### src/design/cpu_flag_pkg.sv
// Constants, field layout and opcodes shared by the status-flag core
package cpu_flag_pkg;

    // ==================
    // Data and bus widths
    localparam int unsigned DATA_W = 8;        // Core data width
    localparam int unsigned APB_AW = 8;        // APB address width
    localparam int unsigned APB_DW = 32;       // APB data width

    // ==================
    // Register byte addresses
    localparam logic [APB_AW-1:0] ADDR_ACC     = 8'h00; // Accumulator
    localparam logic [APB_AW-1:0] ADDR_XMEM    = 8'h04; // Byte at X
    localparam logic [APB_AW-1:0] ADDR_OPND    = 8'h08; // Memory operand
    localparam logic [APB_AW-1:0] ADDR_PSW     = 8'h0c; // Status word
    localparam logic [APB_AW-1:0] ADDR_INSTR   = 8'h10; // Instruction
    localparam logic [APB_AW-1:0] ADDR_YREG    = 8'h14; // Y register
    localparam logic [APB_AW-1:0] ADDR_IRQ_REQ = 8'h18; // Request bits
    localparam logic [APB_AW-1:0] ADDR_IRQ_VIS = 8'h1c; // Seen by tests

    // ==================
    // Status word bit positions
    localparam int unsigned PSW_C = 0;         // Carry
    localparam int unsigned PSW_Z = 1;         // Zero
    localparam int unsigned PSW_I = 2;         // Interrupt mask
    localparam int unsigned PSW_D = 3;         // Decimal mode
    localparam int unsigned PSW_B = 4;         // Break
    localparam int unsigned PSW_T = 5;         // Index X memory mode
    localparam int unsigned PSW_V = 6;         // Overflow
    localparam int unsigned PSW_N = 7;         // Negative

    // Reset value: mask set, all else cleared
    localparam logic [DATA_W-1:0] PSW_RESET = 8'h04;

    // ==================
    // Instruction register fields
    localparam int unsigned INSTR_OP_LSB  = 0; // Opcode field base
    localparam int unsigned INSTR_OP_W    = 4; // Opcode field width
    localparam int unsigned INSTR_BIT_LSB = 4; // Tested bit index base
    localparam int unsigned INSTR_BIT_W   = 3; // Tested bit index width
    localparam int unsigned INSTR_TAKEN   = 7; // Branch outcome, read

    // ==================
    // BCD digit limits
    localparam logic [4:0] BCD_DIGIT_MAX = 5'h09; // Largest digit
    localparam logic [4:0] BCD_ADJUST    = 5'h06; // Decimal correction

    // Divide-by-zero answer
    localparam logic [DATA_W-1:0] DIV_ZERO_QUOT = 8'hff;

    // ==================
    // Opcodes of the instruction register
    typedef enum logic [3:0] {
        OP_NOP    = 4'h0,   // No operation
        OP_ADC    = 4'h1,   // Add with carry
        OP_SBC    = 4'h2,   // Subtract with borrow
        OP_SEC    = 4'h3,   // Set carry
        OP_CLC    = 4'h4,   // Clear carry
        OP_SED    = 4'h5,   // Set decimal
        OP_CLD    = 4'h6,   // Clear decimal
        OP_SEI    = 4'h7,   // Set interrupt mask
        OP_CLI    = 4'h8,   // Clear interrupt mask
        OP_SET    = 4'h9,   // Set index memory mode
        OP_CLT    = 4'ha,   // Clear index memory mode
        OP_MUL    = 4'hb,   // Multiply
        OP_DIV    = 4'hc,   // Divide
        OP_BBS    = 4'hd,   // Branch if request bit high
        OP_BBC    = 4'he    // Branch if request bit low
    } opcode_t;

endpackage : cpu_flag_pkg

### src/design/alu_if.sv
// Operand and result bundle between the core and its arithmetic units
`timescale 1ns/1ps
`default_nettype none
interface alu_if;
    logic [7:0] a;          // First operand / low dividend
    logic [7:0] b;          // Second operand / divisor
    logic [7:0] hi;         // High dividend byte
    logic       carry_in;   // Carry flag in
    logic       subtract;   // Subtract instead of add
    logic       decimal;    // Decimal arithmetic
    logic       is_div;     // Divide instead of multiply
    logic [7:0] sum;        // Add/subtract result
    logic       carry_out;  // Carry flag out
    logic       ovf;        // Binary overflow
    logic [7:0] md_lo;      // Product low / quotient
    logic [7:0] md_hi;      // Product high / remainder

    modport core   (output a, b, hi, carry_in, subtract, decimal, is_div,
                    input  sum, carry_out, ovf, md_lo, md_hi);
    modport addsub (input  a, b, carry_in, subtract, decimal,
                    output sum, carry_out, ovf);
    modport muldiv (input  a, b, hi, is_div,
                    output md_lo, md_hi);
endinterface : alu_if
`default_nettype wire

### src/design/cpu_status_flag_logic.sv
// Status word, arithmetic modes and request-bit visibility of the core
//
// Chosen here: the APB slave port and the register offsets.
`timescale 1ns/1ps
`default_nettype none
module cpu_status_flag_logic
    import cpu_flag_pkg::*;
(
    input  wire logic              clk,        // Core clock
    input  wire logic              arst_n,     // Async reset, low
    input  wire logic              psel,       // APB select
    input  wire logic              penable,    // APB access phase
    input  wire logic              pwrite,     // APB write
    input  wire logic [APB_AW-1:0] paddr,      // APB byte address
    input  wire logic [APB_DW-1:0] pwdata,     // APB write data
    input  wire logic [3:0]        pstrb,      // APB byte strobes
    output logic      [APB_DW-1:0] prdata,     // APB read data
    output logic                   pready,     // APB ready
    output logic                   pslverr,    // APB error
    input  wire logic [DATA_W-1:0] irq_set,    // Peripheral requests
    output logic [DATA_W-1:0]      processor_status_word, // Flags
    output logic                   branch_taken,          // Test outcome
    output logic                   instr_done             // Exec pulse
);

    // ==================
    // Architectural state
    logic [DATA_W-1:0] acc_q,     acc_d;      // Accumulator
    logic [DATA_W-1:0] xmem_q,    xmem_d;     // Byte addressed by X
    logic [DATA_W-1:0] opnd_q,    opnd_d;     // Memory operand
    logic [DATA_W-1:0] yreg_q,    yreg_d;     // Y register
    logic [DATA_W-1:0] psw_q,     psw_d;      // Status word
    logic [DATA_W-1:0] req_q,     req_d;      // Request bits
    logic [DATA_W-1:0] vis_q,     vis_d;      // Request bits as tested
    logic [INSTR_OP_W-1:0]  op_q, op_d;       // Last opcode
    logic [INSTR_BIT_W-1:0] bsel_q, bsel_d;   // Last tested bit
    logic              taken_q,   taken_d;    // Last branch outcome
    logic              done_q,    done_d;     // Execution pulse

    // ==================
    // Bus decode
    logic              access;                // Access phase
    logic              wr_lo;                 // Write to low byte
    logic              mapped;                // Address decodes
    logic [DATA_W-1:0] rd_byte;               // Selected read value
    logic [DATA_W-1:0] wbyte;                 // Written byte
    logic              exec;                  // Instruction issued
    opcode_t           new_op;                // Issued opcode
    logic [INSTR_BIT_W-1:0] new_bit;          // Issued bit index
    logic              t_mode;                // Index memory mode
    logic [DATA_W-1:0] instr_view;            // Instruction readback

    alu_if alu ();                            // Arithmetic bundle

    // ==================
    // Arithmetic units
    bcd_addsub u_addsub (
        .alu (alu.addsub)
    );

    mul_div_unit u_muldiv (
        .alu (alu.muldiv)
    );

    // ==================
    // APB handshake: zero wait states
    assign pready  = 1'b1;
    assign access  = psel & penable;
    assign wbyte   = pwdata[DATA_W-1:0];
    assign wr_lo   = access & pwrite & pstrb[0];
    assign pslverr = access & ~mapped;

    // Instruction fields from the written byte
    assign new_op  = opcode_t'(wbyte[INSTR_OP_LSB +: INSTR_OP_W]);
    assign new_bit = wbyte[INSTR_BIT_LSB +: INSTR_BIT_W];
    assign exec    = wr_lo & (paddr == ADDR_INSTR);
    assign t_mode  = psw_q[PSW_T];

    // Readback of the last instruction with its outcome
    always_comb begin
        instr_view = {DATA_W{1'b0}};
        instr_view[INSTR_OP_LSB +: INSTR_OP_W]   = op_q;
        instr_view[INSTR_BIT_LSB +: INSTR_BIT_W] = bsel_q;
        instr_view[INSTR_TAKEN]                  = taken_q;
    end

    // ==================
    // Read decode; unmapped reads return zero
    always_comb begin
        mapped  = 1'b1;
        rd_byte = {DATA_W{1'b0}};
        case (paddr)
            ADDR_ACC:     rd_byte = acc_q;        // Accumulator
            ADDR_XMEM:    rd_byte = xmem_q;       // Byte at X
            ADDR_OPND:    rd_byte = opnd_q;       // Operand
            ADDR_PSW:     rd_byte = psw_q;        // Flags
            ADDR_INSTR:   rd_byte = instr_view;   // Last instruction
            ADDR_YREG:    rd_byte = yreg_q;       // Y register
            ADDR_IRQ_REQ: rd_byte = req_q;        // Live requests
            ADDR_IRQ_VIS: rd_byte = vis_q;        // Tested copy
            default:      mapped  = 1'b0;         // Not a register
        endcase
    end

    assign prdata = (access & ~pwrite & mapped)
                    ? {{(APB_DW-DATA_W){1'b0}}, rd_byte}
                    : {APB_DW{1'b0}};

    // ==================
    // Operand steering into the arithmetic units
    always_comb begin
        // Multiply/divide always take accumulator, index mode ignored
        if (new_op == OP_MUL || new_op == OP_DIV) begin
            alu.a = acc_q;
        end else begin
            alu.a = t_mode ? xmem_q : acc_q;
        end
        alu.b        = opnd_q;
        alu.hi       = yreg_q;
        alu.carry_in = psw_q[PSW_C];
        alu.subtract = (new_op == OP_SBC);
        alu.decimal  = psw_q[PSW_D];
        alu.is_div   = (new_op == OP_DIV);
    end

    // ==================
    // Next state of registers and flags
    always_comb begin
        acc_d   = acc_q;
        xmem_d  = xmem_q;
        opnd_d  = opnd_q;
        yreg_d  = yreg_q;
        psw_d   = psw_q;
        vis_d   = vis_q;
        op_d    = op_q;
        bsel_d  = bsel_q;
        taken_d = taken_q;
        done_d  = exec;
        req_d   = req_q;

        // Software register writes
        if (wr_lo) begin
            case (paddr)
                ADDR_ACC:     acc_d  = wbyte;     // Load accumulator
                ADDR_XMEM:    xmem_d = wbyte;     // Load byte at X
                ADDR_OPND:    opnd_d = wbyte;     // Load operand
                ADDR_PSW:     psw_d  = wbyte;     // Load flags
                ADDR_YREG:    yreg_d = wbyte;     // Load Y
                ADDR_IRQ_REQ: req_d  = wbyte;     // Write requests
                default:      ;                   // Others read-only
            endcase
        end
        // Peripheral events win over a clearing write
        req_d = req_d | irq_set;

        // Instruction execution
        if (exec) begin
            op_d   = new_op;
            bsel_d = new_bit;
            // The next instruction's test sees request state as of this issue
            vis_d  = req_q;
            case (new_op)
                OP_ADC, OP_SBC: begin
                    // Index mode sends the result to the byte at X
                    if (t_mode) begin
                        xmem_d = alu.sum;
                    end else begin
                        acc_d = alu.sum;
                    end
                    psw_d[PSW_C] = alu.carry_out;
                    // Only meaningful in binary mode
                    psw_d[PSW_V] = alu.ovf;
                    psw_d[PSW_N] = alu.sum[DATA_W-1];
                    psw_d[PSW_Z] = (alu.sum == {DATA_W{1'b0}});
                end
                OP_SEC: psw_d[PSW_C] = 1'b1;      // Set carry
                OP_CLC: psw_d[PSW_C] = 1'b0;      // Clear carry
                OP_SED: psw_d[PSW_D] = 1'b1;      // Enter decimal
                OP_CLD: psw_d[PSW_D] = 1'b0;      // Leave decimal
                OP_SEI: psw_d[PSW_I] = 1'b1;      // Mask interrupts
                OP_CLI: psw_d[PSW_I] = 1'b0;      // Unmask interrupts
                OP_SET: psw_d[PSW_T] = 1'b1;      // Index memory mode
                OP_CLT: psw_d[PSW_T] = 1'b0;      // Accumulator mode
                OP_MUL, OP_DIV: begin
                    // Results only; flags stay as they were
                    acc_d  = alu.md_lo;
                    yreg_d = alu.md_hi;
                    psw_d  = psw_q;
                end
                OP_BBS: begin
                    // Delayed copy, so a fresh write is not yet seen
                    taken_d = vis_q[new_bit];
                end
                OP_BBC: begin
                    taken_d = ~vis_q[new_bit];
                end
                default: ;                        // No operation
            endcase
        end
    end

    // ==================
    // State registers
    always_ff @(posedge clk or negedge arst_n) begin
        if (!arst_n) begin
            acc_q   <= {DATA_W{1'b0}};
            xmem_q  <= {DATA_W{1'b0}};
            opnd_q  <= {DATA_W{1'b0}};
            yreg_q  <= {DATA_W{1'b0}};
            psw_q   <= PSW_RESET;
            req_q   <= {DATA_W{1'b0}};
            vis_q   <= {DATA_W{1'b0}};
            op_q    <= OP_NOP;
            bsel_q  <= {INSTR_BIT_W{1'b0}};
            taken_q <= 1'b0;
            done_q  <= 1'b0;
        end else begin
            acc_q   <= acc_d;
            xmem_q  <= xmem_d;
            opnd_q  <= opnd_d;
            yreg_q  <= yreg_d;
            psw_q   <= psw_d;
            req_q   <= req_d;
            vis_q   <= vis_d;
            op_q    <= op_d;
            bsel_q  <= bsel_d;
            taken_q <= taken_d;
            done_q  <= done_d;
        end
    end

    // ==================
    // Outputs straight from flops
    assign processor_status_word = psw_q;
    assign branch_taken          = taken_q;
    assign instr_done            = done_q;

endmodule : cpu_status_flag_logic
`default_nettype wire

### src/design/bcd_addsub.sv
// Binary and packed-BCD add with carry / subtract with borrow
`timescale 1ns/1ps
`default_nettype none
module bcd_addsub
    import cpu_flag_pkg::*;
(
    alu_if.addsub alu                  // Operands in, result out
);

    logic [7:0] bop;                   // Second operand, inverted on sub
    logic [8:0] bin;                   // Binary sum with carry
    logic [4:0] lo;                    // Low digit work value
    logic [4:0] hi;                    // High digit work value
    logic       lc;                    // Low digit carry/borrow
    logic       hc;                    // High digit carry/borrow

    // ==================
    // Combined adder
    always_comb begin
        bop = alu.subtract ? ~alu.b : alu.b;
        bin = {1'b0, alu.a} + {1'b0, bop} + {8'h00, alu.carry_in};
        lo  = 5'h00;
        hi  = 5'h00;
        lc  = 1'b0;
        hc  = 1'b0;
        // Overflow from the binary sum in both modes
        alu.ovf = (alu.a[7] == bop[7]) && (bin[7] != alu.a[7]);
        if (!alu.decimal) begin
            // Plain binary
            alu.sum       = bin[7:0];
            alu.carry_out = bin[8];
        end else if (!alu.subtract) begin
            // Decimal add, digit by digit
            lo = {1'b0, alu.a[3:0]} + {1'b0, alu.b[3:0]}
                 + {4'h0, alu.carry_in};
            lc = lo > BCD_DIGIT_MAX;
            if (lc) begin
                lo = lo + BCD_ADJUST;
            end
            hi = {1'b0, alu.a[7:4]} + {1'b0, alu.b[7:4]} + {4'h0, lc};
            hc = hi > BCD_DIGIT_MAX;
            if (hc) begin
                hi = hi + BCD_ADJUST;
            end
            alu.sum       = {hi[3:0], lo[3:0]};
            alu.carry_out = hc;
        end else begin
            // Decimal subtract, borrow when carry clear
            lo = {1'b0, alu.a[3:0]} - {1'b0, alu.b[3:0]}
                 - {4'h0, ~alu.carry_in};
            lc = lo[4];
            if (lc) begin
                lo = lo - BCD_ADJUST;
            end
            hi = {1'b0, alu.a[7:4]} - {1'b0, alu.b[7:4]} - {4'h0, lc};
            hc = hi[4];
            if (hc) begin
                hi = hi - BCD_ADJUST;
            end
            alu.sum       = {hi[3:0], lo[3:0]};
            alu.carry_out = ~hc;
        end
    end

endmodule : bcd_addsub
`default_nettype wire

### src/design/mul_div_unit.sv
// Plain binary multiply and divide, flag-independent
`timescale 1ns/1ps
`default_nettype none
module mul_div_unit
    import cpu_flag_pkg::*;
(
    alu_if.muldiv alu                  // Operands in, result out
);

    logic [15:0] prod;                 // Full product
    logic [15:0] dvd;                  // Dividend Y:A
    logic [15:0] quot;                 // Full quotient
    logic [15:0] rem;                  // Remainder

    // ==================
    // Binary only: no decimal or index mode input exists here
    always_comb begin
        prod = {8'h00, alu.a} * {8'h00, alu.b};
        dvd  = {alu.hi, alu.a};
        if (alu.b == 8'h00) begin
            // Divide by zero: fixed quotient, dividend low kept
            quot = {8'h00, DIV_ZERO_QUOT};
            rem  = {8'h00, alu.a};
        end else begin
            quot = dvd / {8'h00, alu.b};
            rem  = dvd % {8'h00, alu.b};
        end
        alu.md_lo = alu.is_div ? quot[7:0] : prod[7:0];
        alu.md_hi = alu.is_div ? rem[7:0]  : prod[15:8];
    end

endmodule : mul_div_unit
`default_nettype wire

### config.mk
export PLATFORM = sky130hd
export DESIGN_NAME = cpu_status_flag_logic
export DESIGN_NICKNAME = d
export VERILOG_FILES = /design/src/design/cpu_flag_pkg.sv /design/src/design/alu_if.sv /design/src/design/cpu_status_flag_logic.sv /design/src/design/bcd_addsub.sv /design/src/design/mul_div_unit.sv
export SDC_FILE = /design/constraint.sdc
export NUM_CORES = 1
export LEC_CHECK = 0
export ABC_AREA = 1
export BUFFER_PORTS_ARGS = -buffer_cell sky130_fd_sc_hd__buf_2
export CAP_MARGIN = 20
export CORE_MARGIN = 2
export CORE_UTILIZATION = 46
export CTS_CLUSTER_DIAMETER = 50
export DETAILED_ROUTE_END_ITERATION = 7
export PLACE_DENSITY_LB_ADDON = 0.12
export REMOVE_ABC_BUFFERS = 1
export SLEW_MARGIN = 20
export SYNTH_ARGS = -nofsm -noshare
export SYNTH_HDL_FRONTEND = slang
export SYNTH_SLANG_ARGS = --single-unit
export TNS_END_PERCENT = 5
### constraint.sdc
create_clock -name clk -period 48.9 [get_ports clk]
set_clock_uncertainty 0.1 [all_clocks]
set_input_delay 2.445 -clock clk [delete_from_list [all_inputs] [get_ports clk]]
set_output_delay 2.445 -clock clk [all_outputs]
set_load 0.05 [all_outputs]
==> results of run 1 <==
==> final timing paths <==
| path | cells after the start | slack [ns] | endpoint | startpoint |
|---|---|---|---|---|
| min reg2reg | 2 | 0.38 | vis_q[7] | req_q[7] |
| max reg2reg | 198 | 18.25 | alu.hi[5] | alu.b[0] |
| max in group asynchronous | 2 | 45.93 | alu.b[1] | arst_n |
| max | 198 | 18.25 | alu.hi[5] | alu.b[0] |
| min in group asynchronous | 2 | 2.20 | req_q[4] | arst_n |
| min | 2 | 0.38 | vis_q[7] | req_q[7] |
==> synth_stat cells, types with 4 or more instances <==
cell type	n	area share, %
sky130_fd_sc_hd__a21o_1	16	0.89
sky130_fd_sc_hd__a21oi_1	91	3.4
sky130_fd_sc_hd__a21oi_2	4	0.26
sky130_fd_sc_hd__a221oi_1	14	0.91
sky130_fd_sc_hd__a31oi_1	6	0.28
sky130_fd_sc_hd__and2_1	5	0.23
sky130_fd_sc_hd__buf_2	6	0.22
sky130_fd_sc_hd__buf_4	31	1.7
sky130_fd_sc_hd__buf_6	5	0.42
sky130_fd_sc_hd__clkbuf_1	30	0.84
sky130_fd_sc_hd__clkinv_1	7	0.20
sky130_fd_sc_hd__dfrtp_1	64	12
sky130_fd_sc_hd__fa_1	47	7.0
sky130_fd_sc_hd__ha_1	168	16
sky130_fd_sc_hd__inv_1	316	8.8
sky130_fd_sc_hd__inv_2	25	0.70
sky130_fd_sc_hd__nand2_1	477	13
sky130_fd_sc_hd__nand2_2	18	0.84
sky130_fd_sc_hd__nand2_4	6	0.50
sky130_fd_sc_hd__nand3_1	121	4.5
sky130_fd_sc_hd__nand3_2	12	0.89
sky130_fd_sc_hd__nand3_4	5	0.65
sky130_fd_sc_hd__nand3b_1	7	0.39
sky130_fd_sc_hd__nand4_1	23	1.1
sky130_fd_sc_hd__nor2_1	139	3.9
sky130_fd_sc_hd__nor2_2	10	0.47
sky130_fd_sc_hd__nor2_4	8	0.67
sky130_fd_sc_hd__nor3_1	18	0.67
sky130_fd_sc_hd__nor4_1	4	0.19
sky130_fd_sc_hd__o211ai_1	10	0.56
sky130_fd_sc_hd__o21a_1	4	0.22
sky130_fd_sc_hd__o21ai_0	160	6.0
sky130_fd_sc_hd__o21ai_1	8	0.30
sky130_fd_sc_hd__o21ai_2	10	0.65
sky130_fd_sc_hd__o21bai_1	16	0.89
sky130_fd_sc_hd__o221ai_1	10	0.65
sky130_fd_sc_hd__o22ai_1	22	1.0
sky130_fd_sc_hd__o31ai_1	8	0.45
sky130_fd_sc_hd__or2_2	9	0.42
sky130_fd_sc_hd__xnor2_1	31	2.0
sky130_fd_sc_hd__xor2_1	47	3.1
==> tightest hold or removal path, delay by kind of cell, from the launching register on <==
family,cells,cell delay [ns]
flip-flops,1,0.34
AO/OA/AOI/OAI,1,0.06
AND/OR/NAND/NOR,1,0.05
==> cell usage in the layout (no fill, tap or decap), drive strengths merged, types with 2 or more instances in the layout <==
cell type / count
a211o: 2
a21boi: 2
a21o: 16
a21oi: 97
a221oi: 14
a22oi: 3
a31oi: 6
and2: 5
buf: 62
bufinv: 3
clkbuf: 10
clkinv: 8
conb: 25
dfrtp: 64
fa: 47
ha: 168
inv: 343
mux2i: 2
nand2: 501
nand3: 138
nand3b: 7
nand4: 23
nor2: 159
nor3: 19
nor4: 4
o211ai: 10
o21a: 4
o21ai: 178
o21bai: 17
o221ai: 10
o22ai: 22
o31ai: 8
or2: 11
xnor2: 31
xor2: 47
==> registers in the layout, indices dropped and copies added, names as in the netlist <==
register / count
acc_q: 8
alu.b: 8
alu.hi: 8
branch_taken: 1
bsel_q: 3
instr_done: 1
op_q: 4
processor_status_word: 8
req_q: 8
vis_q: 8
xmem_q: 8
==> per-stage QoR <==
step           util, %  cell area (µm²)  instances
2_1_floorplan        -            13100       1996
3_3_place_gp      48.4            13900       2442
3_5_place_dp      48.4            13900       2442
4_1_cts           49.6            14200       2458
5_1_grt           49.6            14200       2458
6_report          49.6            14200       2458
==> layout make-up <==
cell class / count / area share (%)
Clock inverter: 6 / 0.808
Tap cell: 384 / 3.37
Multi-Input combinational cell: 1582 / 71.2
Inverter: 349 / 9.21
Sequential cell: 65 / 11.4
Clock buffer: 10 / 1.61
Timing Repair Buffer: 62 / 2.42
==> cell families (layout without fill, tap and decap cells) <==
kind of cell | count (synthesis) | after routing | synth area share [%]
simple gates | 868 | 868 | 29.3
buf+inv | 424 | 427 | 13.1
compound gates | 394 | 394 | 17.5
fa+ha+maj | 215 | 215 | 22.7
xor+xnor | 78 | 78 | 5.09
flops | 65 | 65 | 12.1
other cells | 2 | 25 | 0.0559
mux | 2 | 2 | 0.242
==> routing by layer <==
metal | routed length [µm] | vias up
met4 | 1250 | 0
met2 | 18000 | 318
met3 | 1810 | 67
li1 | - | 6675
met5 | 0 | -
met1 | 17900 | 6020
==> impl_metrics.json, run 1 <==
{
  "global_route.usage.total_pct": 25.7,
  "pin_count": 101,
  "final_net_count": 2341,
  "dp_hpwl_um": 30900,
  "rsz0062_at_grt": "no",
  "initial_utilization_pct": 46.8,
  "global_route.overflow_total": 0,
  "insertion_delay_ns": 0.33,
  "final.period_utilization_pct": 62.7,
  "cts-root-to-sink-buffers": 2,
  "area_growth_pct": 6.05,
  "cts_sinks": 65,
  "cts_tree": "done",
  "antenna_violations_before_repair": 0,
  "finalHoldViolCount": 0,
  "dp_slack_ns": 18.47,
  "postSynthCellCount": 2048,
  "cts.root.buffer_cell": "sky130_fd_sc_hd__clkbuf_16",
  "routed_via_density": 5.32,
  "use_met2_pct": 43.2,
  "synth_seq_cells": 65,
  "synthFlopType": "sky130_fd_sc_hd__dfrtp_1",
  "worst_ep_required_time_ns": 49.02,
  "clk_pin_slew_worst_paths_ns": 0.06,
  "groute.layer.met3.usage_pct": 3.09,
  "multi_input_gate_area_um2": 10100,
  "hold_path.class": "flop to flop",
  "rows": 62,
  "drt_pre_antenna_iters": 5,
  "sequential_cell_area_fraction_in_the_yosys_report_pct": 12.1,
  "chipHeight_um": 175,
  "cp_data_arrival_time_ns": 30.76,
  "remaining_drc_errors": 0,
  "fin_setup_tns_ns": 0,
  "initialDrtViolationCount": 802,
  "synth.lib_cells_used.distinct": 61,
  "grt_pass1_wl_um": 63600,
  "groute.layer.met1.usage_pct": 34.3,
  "fin_worst_hold_slack_ns": 0.385,
  "routed_wl_um": 39000,
  "crit_top_cell": "sky130_fd_sc_hd__nand2_1",
  "finalWorstSetupSlack_ns": 18.25,
  "setup-violations-final": 0,
  "num_vias": 13080,
  "critPathMaxFanout": 16,
  "ant_nets": 0,
  "cts_hold_buf": 0,
  "grt_max_degree": 66,
  "maxCapViolCount": 0,
  "die_area_um2": 30600,
  "area.sequential_um2": 1630,
  "final.fill_count": 3016,
  "gp_routability_congestion": 0.916,
  "worst_path_largest_cell_delay_ns": 0.80,
  "cts_setup_buffers": 0,
  "critical_path_buf_inv_count": 30,
  "critical_path.top_delay_family": "compound AO/OA/AOI/OAI gates",
  "grt.busiest_layer": "met2",
  "timing_worst_setup_path_type": "flop to flop",
  "nature_of_the_critical_path_endpoint": "flop",
  "floorplan.core_area_um2": 28700,
  "first_global_vias": 12263,
  "cts_inserted_buffers": 9,
  "maxSlewViolCount": 0,
  "fmax_mhz": 32.6,
  "die_width_um": 175,
  "port-buffer-count": 48,
  "synth_async_sr_flop_share_pct": 100,
  "mappedNetlistArea_um2": 13400,
  "timing.slew.headroom_pct": 25.5,
  "finalWorstPathRequiredPeriod_ns": 30.65,
  "cts_repair_resize_count": 0,
  "setup.worst_path.start_class": "flop",
  "syn_area_per_cell_um2": 6.56,
  "route.detailed.wl_per_inst_um": 15.9,
  "post_synth_edffs": 0,
  "slowest_stage": "sky130_fd_sc_hd__dfrtp_1",
  "synthesis.yosys.warnings": 0,
  "htree_levels": 3,
  "worstMarginPinSlew_ns": 1.11,
  "antenna-diode-count": 0,
  "layout-drive-gt1-share_pct": 9.31,
  "result_of_the_run": "complete, no violations"
}
Power of run 1 is left out: the tool's default activity adds up to more than one toggle a clock period on the data nets, which glitch-free logic cannot reach.
==> inputs of run 2 (changes only) <==
==> constraint.sdc (replaced) <==
create_clock -name clk -period 30.6 [get_ports clk]
set_clock_uncertainty 0.1 [all_clocks]
set_input_delay 1.53 -clock clk [delete_from_list [all_inputs] [get_ports clk]]
set_output_delay 1.53 -clock clk [all_outputs]
set_load 0.05 [all_outputs]
==> run 2 against run 1 <==
  * Non-clock buffer count increased by 37
  * Clock-buffer cell count shrank 1
  * Sequential share of layout area shrank 0.27 points
  * Flip-flop and latch count unchanged
  * Die area is the same
  * Cell area grew 2.4%
  * Maximum frequency rose by 12%
==> impl_metrics.json, run 2 (synthesized netlist as in run 1, its figures left out) <==
{
  "global_route.usage.total_pct": 25.8,
  "nature_of_the_critical_path_endpoint": "flop",
  "cts_tree": "done",
  "grt_max_degree": 66,
  "port-buffer-count": 48,
  "critPathMaxFanout": 13,
  "routed_via_density": 5.35,
  "crit-reg2reg-launch": "alu.b[0]",
  "dp_hpwl_um": 31000,
  "fmax_mhz": 36.5,
  "antenna_violations_before_repair": 0,
  "layout-drive-gt1-share_pct": 11.8,
  "die_width_um": 175,
  "result_of_the_run": "complete, no violations",
  "setup-violations-final": 0,
  "chipHeight_um": 175,
  "reg2reg_to": "alu.hi[5]",
  "die_area_um2": 30600,
  "final.fill_count": 2978,
  "drt_pre_antenna_iters": 6,
  "grt_pass1_wl_um": 64000,
  "finalWorstPathRequiredPeriod_ns": 27.39,
  "worstMarginPinSlew_ns": 0.978,
  "fin_worst_hold_slack_ns": 0.381,
  "cts_inserted_buffers": 9,
  "floorplan.core_area_um2": 28700,
  "rows": 62,
  "setup.worst_path.start_class": "flop",
  "ant_nets": 0,
  "top_library_cells_by_usage_in_the_layout_fill_and_taps_aside": "sky130_fd_sc_hd__nand2_1 (477), sky130_fd_sc_hd__inv_1 (314), sky130_fd_sc_hd__ha_1 (168), sky130_fd_sc_hd__o21ai_0 (154), sky130_fd_sc_hd__nor2_1 (136)",
  "num_vias": 13358,
  "whs_path_depth": 2,
  "pin_count": 101,
  "cts.root.buffer_cell": "sky130_fd_sc_hd__clkbuf_16",
  "timing_worst_setup_path_type": "flop to flop",
  "final.period_utilization_pct": 89.5,
  "area_growth_pct": 8.62,
  "hold_path.class": "flop to flop",
  "insertion_delay_ns": 0.34,
  "route.detailed.wl_per_inst_um": 15.8,
  "slowest_stage": "sky130_fd_sc_hd__dfrtp_1",
  "gp_routability_congestion": 0.893,
  "timing.slew.headroom_pct": 34.1,
  "remaining_drc_errors": 0,
  "global_route.overflow_total": 0,
  "htree_levels": 3,
  "maxSlewViolCount": 0,
  "routed_wl_um": 39400,
  "cts_hold_buf": 0,
  "first_global_vias": 12519,
  "initial_utilization_pct": 46.8,
  "worstHoldStart": "req_q[5]",
  "maxCapViolCount": 0,
  "clk_pin_slew_worst_paths_ns": 0.06,
  "cts_sinks": 65,
  "layout.cells.most_common": "sky130_fd_sc_hd__nand2_1",
  "initialDrtViolationCount": 847,
  "worstRegToRegCells": 202,
  "finalHoldViolCount": 0,
  "cp_data_arrival_time_ns": 27.51,
  "worst_path_largest_cell_delay_ns": 0.34,
  "crit_top_cell": "sky130_fd_sc_hd__nand2_1",
  "cts-root-to-sink-buffers": 2,
  "antenna-diode-count": 0,
  "ff_to_ff_setup_slack_ns": 3.21,
  "worst_ep_required_time_ns": 30.72,
  "final_net_count": 2379,
  "hold-path-endpoint": "vis_q[5]"
}
[run 2: final cells by class]
class | count | area (µm²) | area share (%)
multi-input cells | 1582 | 10200 | 70.0
repair inverters | 1 | 5.00 | 0.0343
clock inverters | 7 | 77.6 | 0.532
well taps | 384 | 480 | 3.29
flip-flops and latches | 65 | 1630 | 11.2
inverters | 349 | 1330 | 9.12
repair buffers | 99 | 627 | 4.30
clock buffers | 9 | 225 | 1.54
[run 2: worst max-delay path: cells and delay by family, from the launching register on]
family | cells | cell delay [ns]
and+or+nand+nor | 92 | 9.98
buffers and inverters | 34 | 3.07
AOI/OAI and AO/OA | 60 | 8.97
adders and majority gates | 16 | 4.77
DFF | 1 | 0.34
[run 2: timing repair]
item	CTS	global route
gates resized for setup	0	31
setup endpoints to repair	0	10
buffers inserted	0	30
[run 2: worst max-delay path by stage]
stage | depth (start not counted) | slack (ns) | from | end
after floorplan | 198 | 4.48 | alu.b[0] | acc_q[0]
after global placement | 199 | 1.36 | alu.b[0] | alu.hi[5]
after detailed placement | 199 | 0.86 | alu.b[0] | alu.hi[4]
after CTS | 199 | 0.75 | alu.b[0] | alu.hi[4]
after global routing | 204 | -0.15 | alu.b[0] | alu.hi[4]
final | 202 | 3.21 | alu.b[0] | alu.hi[5]
[run 2: metal layers]
| layer | wire, µm | up-vias | track usage (%) | part of all wire (%) |
|---|---|---|---|---|
| li1 | - | 6755 | - | - |
| met1 | 17700 | 6219 | 34.1 | 45 |
| met2 | 18500 | 318 | 44.6 | 47 |
| met3 | 1840 | 66 | 2.09 | 4.7 |
| met4 | 1280 | 0 | 8.23 | 3.3 |
| met5 | 0 | - | 0 | 0 |
[run 2: metrics by stage]
stage	instance area [µm²]	setup TNS, ns	utilization (%)	instances	setup WS, ns
CTS	14300	0	49.7	2465	0.754
global route	14600	-0.993	50.8	2496	-0.153
finish	14600	0	50.8	2496	3.21
detailed placement	14000	0	48.6	2449	0.861
global placement	14000	0	48.6	2449	1.36
floorplan	13100	0	-	1996	4.48
Power of run 2 is left out for the same reason.
==> inputs of run 3 (changes only) <==
--- a/config.mk
+++ b/config.mk
@@ -17,5 +17,6 @@
 export SLEW_MARGIN = 20
 export SYNTH_ARGS = -nofsm -noshare
 export SYNTH_HDL_FRONTEND = slang
+export SYNTH_HIERARCHICAL = 1
 export SYNTH_SLANG_ARGS = --single-unit
 export TNS_END_PERCENT = 5
==> run 3 against run 2 <==
  * Cell count increased by 11%
  * Utilization is 1.1 points lower
  * Synthesized area grew 9.5%
  * Die area grew 9.2%
  * Flip-flop and latch count unchanged
  * Wire length up 3.0%
  * Worst setup slack got worse by 0.39 ns
  * Highest routed layer unchanged
==> impl_metrics.json, run 3 <==
{
  "global_route.usage.total_pct": 24.0,
  "routed_wl_um": 40500,
  "initialDrtViolationCount": 992,
  "timing_worst_setup_path_type": "flop to flop",
  "final.fill_count": 3302,
  "synth_top_cells_by_count": "sky130_fd_sc_hd__nand2_1 (698), sky130_fd_sc_hd__inv_1 (336), sky130_fd_sc_hd__nand3_1 (215), sky130_fd_sc_hd__ha_1 (171), sky130_fd_sc_hd__o21ai_0 (130)",
  "route.detailed.wl_per_inst_um": 14.6,
  "dp_hpwl_um": 31000,
  "finalHoldViolCount": 0,
  "antenna-diode-count": 0,
  "gp_routability_congestion": 0.926,
  "antenna_violations_before_repair": 0,
  "mappedNetlistArea_um2": 14700,
  "worst_ep_required_time_ns": 30.72,
  "port-buffer-count": 48,
  "setup-violations-final": 0,
  "finalWorstPathRequiredPeriod_ns": 27.78,
  "htree_levels": 3,
  "postSynthCellCount": 2331,
  "rows": 65,
  "post_synth_edffs": 0,
  "synth_area_leader_cell": "sky130_fd_sc_hd__nand2_1",
  "area_growth_pct": 6.72,
  "floorplan.core_area_um2": 31600,
  "num_vias": 14363,
  "multi_input_gate_area_um2": 11300,
  "die_width_um": 183,
  "fmax_mhz": 36.0,
  "synth_seq_cells": 65,
  "grt_pass1_wl_um": 65500,
  "insertion_delay_ns": 0.33,
  "cts_inserted_buffers": 9,
  "cts-root-to-sink-buffers": 2,
  "worstMarginPinSlew_ns": 1.14,
  "final_net_count": 2636,
  "routed_via_density": 5.19,
  "largest_cells_by_area_after_synthesis": "sky130_fd_sc_hd__nand2_1 (18%), sky130_fd_sc_hd__ha_1 (15%), sky130_fd_sc_hd__dfrtp_1 (11%), sky130_fd_sc_hd__inv_1 (8.6%), sky130_fd_sc_hd__nand3_1 (7.3%)",
  "yosysMostFrequentCell": "sky130_fd_sc_hd__nand2_1",
  "slowest_stage": "sky130_fd_sc_hd__clkinv_2",
  "synthFlopType": "sky130_fd_sc_hd__dfrtp_1",
  "synthesis.yosys.warnings": 6,
  "ant_nets": 0,
  "final_cell_count_without_fillers": 2768,
  "die_area_um2": 33400,
  "layout-drive-gt1-share_pct": 11.8,
  "cts_hold_buf": 0,
  "clk_pin_slew_worst_paths_ns": 0.06,
  "critPathMaxFanout": 16,
  "pin_count": 101,
  "worst_path_largest_cell_delay_ns": 0.38,
  "final_core_utilization_pct": 49.7,
  "remaining_drc_errors": 0,
  "grt_max_degree": 66,
  "cp_data_arrival_time_ns": 27.90,
  "critical_path.top_delay_family": "simple AND/OR/NAND/NOR gates",
  "drt_pre_antenna_iters": 5,
  "synth.lib_cells_used.distinct": 57,
  "global_route.overflow_total": 0,
  "cts_sinks": 65,
  "first_global_vias": 13250,
  "layout.cells.most_common": "sky130_fd_sc_hd__nand2_1",
  "critical_path_buf_inv_count": 33,
  "cts_tree": "done",
  "chipHeight_um": 183,
  "final.period_utilization_pct": 90.8,
  "area.sequential_um2": 1630,
  "maxSlewViolCount": 0,
  "maxCapViolCount": 0,
  "hold_path.class": "flop to flop",
  "initial_utilization_pct": 46.6,
  "synth_largest_type_area_fraction_pct": 17.8,
  "sequential_cell_area_fraction_in_the_yosys_report_pct": 11.1,
  "fin_setup_tns_ns": 0,
  "result_of_the_run": "complete, no violations",
  "crit_top_cell": "sky130_fd_sc_hd__nand2_1",
  "synth_async_sr_flop_share_pct": 100,
  "cts.root.buffer_cell": "sky130_fd_sc_hd__clkbuf_16",
  "nature_of_the_critical_path_endpoint": "flop",
  "top_library_cells_by_usage_in_the_layout_fill_and_taps_aside": "sky130_fd_sc_hd__nand2_1 (698), sky130_fd_sc_hd__inv_1 (334), sky130_fd_sc_hd__nand3_1 (213), sky130_fd_sc_hd__ha_1 (171), sky130_fd_sc_hd__o21ai_0 (122)",
  "setup.worst_path.start_class": "flop",
  "syn_area_per_cell_um2": 6.31,
  "post-place-cells": 2729,
  "timing.slew.headroom_pct": 23.7,
  "fin_worst_hold_slack_ns": 0.387
}
run 3: cell types whose count changed after synthesis, sizes merged, moves of 9 or more:
cell,delta
nor2,-14
nor3,-10
a21oi,-11
a221oi,-13
o22ai,-15
nand2,+242
o221ai,-9
or2,+15
o21ai,-23
buf,+17
nand3,+104
inv,+25
run 3: stage by stage:
step / instance area, µm² / worst slack, ns
3_3_place_gp: 15100 / 1.44
3_5_place_dp: 15100 / 0.945
4_1_cts: 15400 / 0.876
6_report: 15700 / 2.82
2_1_floorplan: 14200 / 4.79
5_1_grt: 15700 / -0.0683
run 3: layer usage:
layer  GRT usage [%]  vias to the layer above  routed length [µm]
met5               0                        -                   0
met4            4.03                        0                 515
met3            2.01                       32                1750
met2            40.3                      295               18600
met1            34.0                     6609               19700
li1                -                     7427                   -
run 3: area by class of cell:
class,count,share of cell area [%]
repair inverters,1,0.0319
well taps,402,3.21
flip-flops and latches,65,10.4
multi-input cells,1825,71.8
inverters,373,9.14
clock inverters,7,0.606
repair buffers,86,3.40
clock buffers,9,1.44
run 3: path summary, 6_finish.rpt:
check	startpoint	end	slack, ns	cells past startpoint
min in group asynchronous	arst_n	req_q[0]	1.29	2
worst min-delay path	op_q[2]	op_q[2]	0.39	2
worst max-delay path	alu.b[5]	alu.hi[4]	2.82	201
worst max register to register	alu.b[5]	alu.hi[4]	2.82	201
worst min register to register	op_q[2]	op_q[2]	0.39	2
max in group asynchronous	arst_n	alu.hi[0]	28.53	2
run 3: logic make-up after synthesis:
logic type      synth area share [%]
simple gates                    38.4
other cells                   0.0511
buf+inv                         13.4
fa+ha+maj                       20.9
xor+xnor                        4.77
compound gates                  11.4
flops                           11.1
run 3: worst min-delay path: stages (launching register included):
cell and delay (ns):
sky130_fd_sc_hd__dfrtp_1 0.34, sky130_fd_sc_hd__nand2_1 0.05, sky130_fd_sc_hd__o21ai_0 0.06
run 3: repair_timing:
action / CTS / global route
setup buffers: 0 / 21
gates resized for setup: 0 / 39
endpoints found under the setup margin: 0 / 10
Power of run 3 is left out for the same reason.
